## config.mk

```make
export PLATFORM = sky130hd
export DESIGN_NAME = nac_codec
export DESIGN_NICKNAME = d
export VERILOG_FILES = /design/src/nac_pkg.sv /design/src/nac_codec.sv
export VERILOG_INCLUDE_DIRS = /design/src
export SDC_FILE = /design/constraint.sdc
export NUM_CORES = 2
export LEC_CHECK = 0
export ABC_AREA = 1
export BUFFER_PORTS_ARGS = -buffer_cell sky130_fd_sc_hd__buf_2
export CORE_MARGIN = 4
export CORE_UTILIZATION = 30
export DETAILED_ROUTE_END_ITERATION = 7
export GPL_TIMING_DRIVEN = 0
export PLACE_DENSITY = 0.43
export SYNTH_ARGS = -nofsm -noshare
export SYNTH_HDL_FRONTEND = slang
export SYNTH_SLANG_ARGS = --single-unit
```

## constraint.sdc

```tcl
create_clock -name pclk -period 9.2 [get_ports pclk]
set_clock_uncertainty 0.1 [all_clocks]
set_input_delay 0 -clock pclk [delete_from_list [all_inputs] [get_ports pclk]]
set_output_delay 0 -clock pclk [all_outputs]
set_load 0.02 [all_outputs]
```

## src/nac_map.svh

```systemverilog
`ifndef NAC_MAP_SVH
`define NAC_MAP_SVH

// Register byte offsets
`define NAC_CTRL 8'h00
`define NAC_STATUS 8'h04
`define NAC_RATE 8'h08
`define NAC_RTK 8'h0c
`define NAC_ANGLE 8'h10
`define NAC_SPEED 8'h14
`define NAC_HDG 8'h18
`define NAC_CAR0 8'h20
`define NAC_CAR4 8'h30
`define NAC_MAG0 8'h40
`define NAC_MAG3 8'h4c
`define NAC_MAGF 8'h50
`define NAC_DVS0 8'h80
`define NAC_DVS14 8'hb8

// Control bits
`define NAC_C_CLR_EXT 4
`define NAC_C_CLR_DROP 5

// Packet identifiers and payload lengths
`define NAC_ID_DVS 8'h46
`define NAC_ID_GIM 8'h48
`define NAC_ID_CAR 8'h49
`define NAC_ID_MAG 8'h4b
`define NAC_LEN_DVS 8'h3c
`define NAC_LEN_GIM 8'h08
`define NAC_LEN_CAR 8'h18
`define NAC_LEN_MAG 8'h11

// Flag masks
`define NAC_DVS_FLAGS 32'h0000001f
`define NAC_MAG_FLAGS 8'h03
`define NAC_DVS_FLAG_WORD 2

// Single-precision constants
`define NAC_TWO_PI 32'h40c90fdb
`define NAC_PI 32'h40490fdb
`define NAC_SLIP_MIN 32'h405ccccd

// Accuracy codes
`define NAC_RTK_UNKNOWN 3'h0
`define NAC_RTK_MAX 3'h5

`endif

```

## src/nac_pkg.sv

```systemverilog
package nac_pkg;

    typedef enum logic {TX_IDLE, TX_SEND} nac_tx_e;

    typedef struct packed {
        logic [31:0] prdata;
        logic perr;
        nac_tx_e txs;
        logic [1:0] tx_sel;
        logic [5:0] tx_idx;
        logic [3:0] pend;
        logic [1:0] rx_sel;
        logic rx_ok;
        logic [5:0] rx_cnt;
        logic [14:0][31:0] stage;
        logic [14:0][31:0] dvs;
        logic [31:0] angle;
        logic [31:0] speed;
        logic hdg_ok;
        logic [4:0][31:0] car;
        logic [3:0][31:0] mag;
        logic [7:0] mag_flags;
        logic [31:0] rate;
        logic [31:0] rate_cnt;
        logic [2:0] rtk;
        logic ext_hdg;
        logic drop;
        logic [1:0] qcnt;
        logic [1:0][16:0] q;
    } nac_state_s;

endpackage

```

## src/nac_codec.sv

```systemverilog
// The APB register port and the register offsets were left to the implementer.
`timescale 1ns/100ps
`include "nac_map.svh"
module nac_codec (
    input wire logic pclk,
    input wire logic presetn,
    input wire logic psel,
    input wire logic penable,
    input wire logic pwrite,
    input wire logic [11:0] paddr,
    input wire logic [31:0] pwdata,
    output logic [31:0] prdata,
    output logic pready,
    output logic pslverr,
    input wire logic in_start,
    input wire logic [7:0] in_id,
    input wire logic [7:0] in_len,
    input wire logic in_valid,
    input wire logic [7:0] in_data,
    input wire logic in_last,
    output logic out_valid,
    input wire logic out_ready,
    output logic [7:0] out_data,
    output logic [7:0] out_id,
    output logic out_last,
    output logic ext_heading,
    output logic [2:0] rtk_accuracy
);

    nac_pkg::nac_state_s s;
    nac_pkg::nac_state_s n;
    logic pop;
    logic push;
    logic [31:0] word;
    logic [7:0] tx_len;

    // Open range check for a written angle
    function automatic logic angle_ok(input logic [31:0] a);
        angle_ok = a[30:0] < 31'(`NAC_TWO_PI);
    endfunction

    // Fold an angle in (pi, 2pi) back by 2pi
    function automatic logic [31:0] wrap(input logic [31:0] a);
        logic [25:0] m;
        logic [25:0] d;
        logic [25:0] sh;
        logic [4:0] p;
        wrap = a;
        m = 26'h0;
        p = 5'h0;
        if (a[30:0] > 31'(`NAC_PI)) begin
            if (a[30:23] == 8'h80) begin
                m = {1'b0, 1'b1, a[22:0], 1'b0};
            end else begin
                m = {1'b1, a[22:0], 2'b0};
            end
            d = {1'b1, 23'(`NAC_TWO_PI), 2'b0};
            d = d - m;
            for (int i = 0; i < 26; i++) begin
                if (d[i]) begin
                    p = 5'(i);
                end
            end
            sh = d << (5'd25 - p);
            wrap = {~a[31], 8'd104 + {3'b0, p}, sh[24:2]};
        end
    endfunction

    // Payload length of the packet being sent
    always_comb begin
        unique case (s.tx_sel)
            2'd0: tx_len = `NAC_LEN_DVS;
            2'd1: tx_len = `NAC_LEN_GIM;
            2'd2: tx_len = `NAC_LEN_CAR;
            2'd3: tx_len = `NAC_LEN_MAG;
        endcase
    end

    // Word holding the byte about to be sent
    always_comb begin
        word = 32'h0;
        unique case (s.tx_sel)
            2'd0: word = s.dvs[s.tx_idx[5:2]];
            2'd1: begin
                if (s.tx_idx < 6'd4) begin
                    word = wrap(s.angle);
                end
            end
            2'd2: begin
                if (s.tx_idx < 6'd20) begin
                    word = s.car[s.tx_idx[4:2]];
                end
                if (s.tx_idx[4:2] == 3'd1 && (!s.hdg_ok || s.speed[31]
                    || s.speed[30:0] <= 31'(`NAC_SLIP_MIN))) begin
                    word = 32'h0;
                end
            end
            2'd3: begin
                if (s.tx_idx < 6'd16) begin
                    word = s.mag[s.tx_idx[3:2]];
                end else begin
                    word = {24'h0, s.mag_flags};
                end
            end
        endcase
    end

    // Two-entry output buffer handshake
    assign out_valid = s.qcnt != 2'd0;
    assign pop = out_valid && out_ready;
    assign push = s.txs == nac_pkg::TX_SEND && (s.qcnt != 2'd2 || pop);
    assign out_last = s.q[0][16];
    assign out_id = s.q[0][15:8];
    assign out_data = s.q[0][7:0];

    // APB outputs, then the heading and accuracy ports
    assign pready = psel && penable;
    assign pslverr = pready && s.perr;
    assign prdata = s.prdata;
    assign ext_heading = s.ext_hdg;
    assign rtk_accuracy = s.rtk;

    // Next state
    always_comb begin
        logic [7:0] a;
        logic [7:0] id;
        a = paddr[7:0];
        id = 8'h0;
        n = s;

        // Read data and error captured in the setup phase
        if (psel && !penable) begin
            n.perr = paddr[11:8] != 4'h0 || paddr[1:0] != 2'b0;
            n.prdata = 32'h0;
            if (a == `NAC_CTRL) begin
                n.prdata = {28'h0, s.pend};
            end else if (a == `NAC_STATUS) begin
                n.prdata = {27'h0, s.mag_flags[1:0], s.drop,
                    s.txs == nac_pkg::TX_SEND, s.ext_hdg};
            end else if (a == `NAC_RATE) begin
                n.prdata = s.rate;
            end else if (a == `NAC_RTK) begin
                n.prdata = {29'h0, s.rtk};
            end else if (a == `NAC_ANGLE) begin
                n.prdata = s.angle;
            end else if (a == `NAC_SPEED) begin
                n.prdata = s.speed;
            end else if (a == `NAC_HDG) begin
                n.prdata = {31'h0, s.hdg_ok};
            end else if (a >= `NAC_CAR0 && a <= `NAC_CAR4) begin
                n.prdata = s.car[3'(a[5:2] - 4'h8)];
            end else if (a >= `NAC_MAG0 && a <= `NAC_MAG3) begin
                n.prdata = s.mag[a[3:2]];
            end else if (a == `NAC_MAGF) begin
                n.prdata = {24'h0, s.mag_flags};
            end else if (a >= `NAC_DVS0 && a <= `NAC_DVS14) begin
                n.prdata = s.dvs[a[5:2]];
            end else begin
                n.perr = 1'b1;
            end
        end

        // Register writes at the access phase
        if (psel && penable && pwrite && !s.perr) begin
            if (a == `NAC_CTRL) begin
                n.pend = s.pend | pwdata[3:0];
                if (pwdata[`NAC_C_CLR_EXT]) begin
                    n.ext_hdg = 1'b0;
                end
                if (pwdata[`NAC_C_CLR_DROP]) begin
                    n.drop = 1'b0;
                end
            end else if (a == `NAC_RATE) begin
                n.rate = pwdata;
                n.rate_cnt = 32'h0;
            end else if (a == `NAC_RTK) begin
                n.rtk = pwdata[2:0] > `NAC_RTK_MAX ? `NAC_RTK_UNKNOWN
                    : pwdata[2:0];
            end else if (a == `NAC_ANGLE) begin
                if (angle_ok(pwdata)) begin
                    n.angle = pwdata;
                end
            end else if (a == `NAC_SPEED) begin
                n.speed = pwdata;
            end else if (a == `NAC_HDG) begin
                n.hdg_ok = pwdata[0];
            end else if (a >= `NAC_CAR0 && a <= `NAC_CAR4) begin
                n.car[3'(a[5:2] - 4'h8)] = pwdata;
            end
        end

        // Inbound header check
        if (in_start) begin
            n.rx_cnt = 6'h0;
            n.rx_ok = 1'b1;
            if (in_id == `NAC_ID_DVS && in_len == `NAC_LEN_DVS) begin
                n.rx_sel = 2'd0;
            end else if (in_id == `NAC_ID_GIM && in_len == `NAC_LEN_GIM) begin
                n.rx_sel = 2'd1;
            end else if (in_id == `NAC_ID_MAG && in_len == `NAC_LEN_MAG) begin
                n.rx_sel = 2'd3;
            end else begin
                n.rx_ok = 1'b0;
                n.drop = 1'b1;
            end
        end

        // Inbound bytes, low byte of each field first
        if (in_valid && s.rx_ok && s.rx_cnt < 6'd60) begin
            n.stage[s.rx_cnt[5:2]][s.rx_cnt[1:0]*8 +: 8] = in_data;
            n.rx_cnt = s.rx_cnt + 6'd1;
        end
        if (in_valid && in_last) begin
            n.rx_ok = 1'b0;
            unique case (s.rx_sel)
                2'd0: id = `NAC_LEN_DVS;
                2'd1: id = `NAC_LEN_GIM;
                2'd2: id = `NAC_LEN_CAR;
                2'd3: id = `NAC_LEN_MAG;
            endcase
            if (!s.rx_ok || {2'b0, s.rx_cnt} + 8'd1 != id) begin
                n.drop = 1'b1;
            end else if (s.rx_sel == 2'd0) begin
                n.dvs = n.stage;
                n.dvs[`NAC_DVS_FLAG_WORD] = n.stage[`NAC_DVS_FLAG_WORD]
                    & `NAC_DVS_FLAGS;
                if (s.rate == 32'h0) begin
                    n.pend[0] = 1'b1;
                end
            end else if (s.rx_sel == 2'd1) begin
                if (angle_ok(n.stage[0])) begin
                    n.angle = n.stage[0];
                end else begin
                    n.drop = 1'b1;
                end
            end else begin
                n.mag = n.stage[3:0];
                n.mag_flags = n.stage[4][7:0] & `NAC_MAG_FLAGS;
                n.ext_hdg = 1'b1;
            end
        end

        // Fixed output rate for the velocity-sensor packet
        if (s.rate != 32'h0) begin
            n.rate_cnt = s.rate_cnt + 32'h1;
            if (s.rate_cnt >= s.rate - 32'h1) begin
                n.rate_cnt = 32'h0;
                n.pend[0] = 1'b1;
            end
        end

        // Serializer: lowest pending packet first
        unique case (s.txs)
            nac_pkg::TX_IDLE: begin
                for (int i = 3; i >= 0; i--) begin
                    if (s.pend[i]) begin
                        n.tx_sel = 2'(i);
                    end
                end
                if (s.pend != 4'h0) begin
                    n.pend[n.tx_sel] = 1'b0;
                    n.tx_idx = 6'h0;
                    n.txs = nac_pkg::TX_SEND;
                end
            end
            nac_pkg::TX_SEND: begin
                if (push) begin
                    n.tx_idx = s.tx_idx + 6'd1;
                    if ({2'b0, s.tx_idx} == tx_len - 8'd1) begin
                        n.txs = nac_pkg::TX_IDLE;
                    end
                end
            end
        endcase

        // Buffer shift and fill
        if (pop) begin
            n.q[0] = s.q[1];
            n.qcnt = s.qcnt - 2'd1;
        end
        if (push) begin
            id = 8'h0;
            unique case (s.tx_sel)
                2'd0: id = `NAC_ID_DVS;
                2'd1: id = `NAC_ID_GIM;
                2'd2: id = `NAC_ID_CAR;
                2'd3: id = `NAC_ID_MAG;
            endcase
            n.q[n.qcnt[0]] = {{2'b0, s.tx_idx} == tx_len - 8'd1, id,
                word[s.tx_idx[1:0]*8 +: 8]};
            n.qcnt = n.qcnt + 2'd1;
        end
    end

    // State register
    always_ff @(posedge pclk or negedge presetn) begin
        if (!presetn) begin
            s <= '0;
        end else begin
            s <= n;
        end
    end

endmodule

```

### Word-level counts from Yosys, hierarchy flattened

Index checks and enable logic that the tools add are counted.
W data, S select, Z words.

* flip-flop bits (word level): 1448
* input bits: 77
* logic and storage cells: 361

* add/sub/neg operators: 13
* $lt $le $gt $ge: 29
* eq/ne operators: 27
* shifts and indexed selects: 4
* mux-type cells: 160
* bitwise operators: 14
* reductions and logical operators: 54

Operator list (number)
* $mux W32: 35
* $mux W225: 4
* $mux W486: 1
* $bwmux W480: 1
* $mux W160: 2
* $bmux W32 S4: 2
* $mux W193: 1
* $bmux W32 S3: 2
* $mux W161: 1
* $bwmux W160: 1
* $mux W5: 27
* $bmux W32 S2: 2
* $demux W32 S4: 1
* $pmux W32 S4: 1
* $mux W26: 4
* $demux W32 S3: 1
* $pmux W8 S4: 3
* $lt A31 B31 Y1 const B: 2
* $mux W1: 38
* $mux W37: 1
* $mux W36: 1
* $mux W35: 1
* $bwmux W34: 1
* $mux W17: 2
* other kinds (81): 166

### Logic depth before layout (Yosys ltp)

* word-level depth: 42
* depth in mapped cells: 50

### Worst setup path before layout

No wires, ideal clock.

* path kind: register to register
* start point: register s[459] (netlist bit)
* end point: register s, in the netlist out_data[0]
* library setup time: 0.133 ns
* arrival time: 4.759 ns
* data required time: 8.967 ns
* slack: 4.209 ns
* cell stages (with the launch flop): 44
* path buffers: 6
* cell sequence: dfrtp_1 -> inv_2 -> nand2_1 -> nor2_4 -> nand2_4 -> buf_6 -> buf_6 -> buf_4 -> buf_4 -> o21ai_0 -> ha_1 -> nand3_2 -> nand2_1 -> nand2_1 -> nand2_2 -> nand3_2 -> nor2_2 -> inv_2 -> (+8 left out) -> nor2_4 -> inv_2 -> buf_2 -> ha_1 -> or2_4 -> nand2_8 -> inv_4 -> nor2_4 -> buf_6 -> nand3_2 -> nand3_1 -> nand2_1 -> nand2_1 -> nand2_1 -> nand2_1 -> nand3_1 -> nand2_1 -> a21oi_1

RTL lines
* start, declared: RTL line nac_codec.sv:30 `nac_pkg::nac_state_s s;`
* start signal, assigned: RTL line nac_codec.sv:300 `s <= n;`

==> impl_metrics.yaml <==
power:
  p_comb_share_pct: 29.9
  p_int_mw: 11.9
  seqPwrFrac_pct: 33.1
  p_sw_mw: 8.11
  cellPowerDensity_mw_per_mm2: 240
  peakVddDrop_mv: 0.182
  p_clk_share_pct: 37.0
  p_leak_nw: 37.2
  p_sw_share_pct: 40.6
  fin_total_pwr_mw: 20.0
finish:
  fin_util_pct: 35.4
  fin_nets: 8922
  final_area_mm2: 0.0834
  multi_input_area_mm2: 0.0295
  layout_common_cells: "nand2_1, dfrtp_1, o21ai_0"
  fillers: 24900
  seq_area_mm2: 0.0362
  fin_cells: 12100
  layout_commonest_cell: "nand2_1"
  drive_gt1_share_pct: 9.86
  area_growth_pct: 17.2
timing:
  fmax_mhz: 111
  maxSlewHeadroom_pct: -12.5
  holdWs_ns: 0.0751
  finalCritPeriodShare_pct: 97.8
  worst_slack_ns: 0.199
  setup_viol: 0
  tns_ns: 0
  rsz0062_at_grt: "false"
  finalHoldViolations: 0
  min_period_ns: 9.00
  slew_viol_final: 254
  tightestPinTransition_ns: 1.67
run_status:
  status: "complete, but fails checks"
  violations: "max-capacitance violations, max-slew violations"
clock_tree:
  clk_pin_slew_ns: 0.06
  clk_root_buffer_cell: "clkbuf_16"
  cts_tree: "done"
  h-tree-depth: 4
  postCtsSetupBuffers: 0
  clock_path_buffers: 3
  numCtsBuffers: 176
  clock_latency_ns: 0.90
  clkSinkCount: 1448
worst_setup_path:
  cp_max_fo: 10
  critical_path_class: "reg2reg"
  slowest_stage: "o21ai_0"
  worstPathRequired_ns: 9.90
  cp-start-kind: "flip-flop"
  cp-end-kind: "flip-flop"
  path_buf_inv: 5
  cpMostUsedCell: "nand2_1"
  cpPeakStageDelay_ns: 1.22
  rrSetupSlack_ns: 0.20
  path_delay_family: "simple AND/OR/NAND/NOR gates"
  path_cells: "nand2_1 > nor2_1 > nor2_1 > clkinv_1 > nor2_1 > nand2_1 > o21ai_0 > inv_1 > nand2_1 > nand2_1 > nand2_1 > a31oi_1 > a21oi_1 > nand2_1 > nor3_1 > clkinv_1 > clkbuf_1 > o211ai_1 > o21ai_0 > inv_1"
  arrival_ns: 9.70
synth:
  yosys_warnings: 0
  synthesis.area_mm2: 0.0711
  async_flop_share_pct: 100
  synth_edf_count: 0
  synthDistinctLibCells: 69
  synth_cells: 8374
  yosysSeqAreaShare_pct: 50.9
  ys_seq_elements: 1448
  postSynthAreaPerCell_um2: 8.49
  ys.flop_type: "dfrtp_1"
  synthesis.nets: 8504
place:
  dp.cells: 11700
  dpl_cell_area_mm2: 0.0764
  pre_cts_ws_ns: 0.861
  port_buffers: 131
  routabilityCongestion: 1.04
  hpwl_um: 334000
route:
  drc_errors: 0
  drtIter0Drc: 11900
  num_vias: 72000
  wl_per_cell_um: 36.5
  drt_pass1_iterations: 7
  ant_nets: 0
  totalWireLength_um: 442000
  vias_per_cell: 5.94
floorplan:
  placeableCoreArea_mm2: 0.236
  row_count: 178
  start_util_pct: 30.2
  io_pins: 133
  die_h_um: 495
  die_area_mm2: 0.245
  fp.dieW_um: 495
grt:
  grt_pass1_vias: 66400
  grt_pass1_wl_um: 585000
  grt_usage_pct: 35.0
  antenna_found_initial: 70
  grt.overflow.total: 0
  grt_max_degree: 152
min_path:
  hold_class: "in2reg"
run:
  cap_violations: 36
## final timing paths
kind                       startpoint      end  cells past startpoint
min reg2reg                     s[31]    s[31]                      2
max in group asynchronous     presetn    s[64]                      9
max reg2reg                   s[1428]   s[454]                     20
max                           s[1428]   s[454]                     20
min in group asynchronous     presetn  s[1285]                      4
min                            pwrite   s[401]                      5
## worst reg2reg max path, cell delays in order, from the launching register on
cell and delay, ns:
dfrtp_1 0.45, nand2_1 0.34, nor2_1 0.14, nor2_1 0.15, clkinv_1 0.29, nor2_1 1.16
nand2_1 0.60, o21ai_0 1.22, inv_1 0.77, nand2_1 0.20, nand2_1 0.07, nand2_1 0.06
a31oi_1 0.09, a21oi_1 0.15, nand2_1 0.13, nor3_1 0.73, clkinv_1 0.77, clkbuf_1 0.41
o211ai_1 0.37, o21ai_0 0.61, inv_1 0.15
## cell families after synthesis
logic type / synth area share [%]
simple gates: 15.5
compound gates: 20.6
flops: 50.9
buf+inv: 7.67
mux: 3.65
xor+xnor: 0.748
fa+ha+maj: 0.932
## power by group through the flow
| stage | Combinational [mW] | Clock [mW] | Sequential (mW) |
|---|---|---|---|
| global route | 5.83 | 7.70 | 6.63 |
| CTS | 5.57 | 7.45 | 6.62 |
| global placement | 5.46 | 0 | 6.75 |
| floorplan | 2.10 | 0 | 6.70 |
| finish | 5.96 | 7.39 | 6.62 |
| detailed placement | 5.53 | 0 | 6.73 |
## routing by layer
layer	up-vias	GRT usage, %	wire (um)
li1	29500	-	-
met1	36700	48.5	187000
met2	4771	48.3	178000
met3	1007	10.2	48300
met4	18	20.2	29200
met5	-	0.705	351
## area by class of cell
cell class | count | share of cell area, %
diodes | 45 | 0.135
plain buffers | 596 | 3.08
clock buffers | 265 | 6.20
clock inverters | 53 | 1.01
inverters | 789 | 3.56
multi-input cells | 5541 | 35.4
flip-flops and latches | 1448 | 43.5
well taps | 3150 | 4.73
repair buffers | 240 | 2.42
## Yosys cell counts (11+ instances only)
cell / instances / share of area (%)
nand2_1: 2032 / 11
dfrtp_1: 1448 / 51
o21ai_0: 1383 / 9.7
inv_1: 757 / 4.0
clkbuf_1: 470 / 2.5
o22ai_1: 340 / 3.0
nand3_1: 253 / 1.8
a21oi_1: 251 / 1.8
mux2_2: 227 / 3.6
nor2_1: 194 / 1.0
o221ai_1: 133 / 1.6
nand4_1: 82 / 0.72
a221oi_1: 74 / 0.91
o2111ai_1: 60 / 0.74
buf_1: 59 / 0.31
buf_4: 56 / 0.59
ha_1: 53 / 0.93
nor3_1: 53 / 0.37
o211ai_1: 51 / 0.54
xor2_1: 50 / 0.62
a22oi_1: 40 / 0.42
o311ai_0: 38 / 0.47
o21ai_1: 29 / 0.20
a31oi_1: 25 / 0.22
nor4_1: 25 / 0.22
o21a_1: 19 / 0.20
inv_2: 16 / 0.084
nand2_2: 15 / 0.13
clkinv_1: 13 / 0.069
o31ai_1: 13 / 0.14
a211oi_1: 12 / 0.13
a21boi_0: 11 / 0.12
## repair_timing
action,in CTS,in global routing
hold endpoints to repair,1016,0
resized for setup,0,0
hold buffers,78,0
Power figures use the tool's default switching activity.
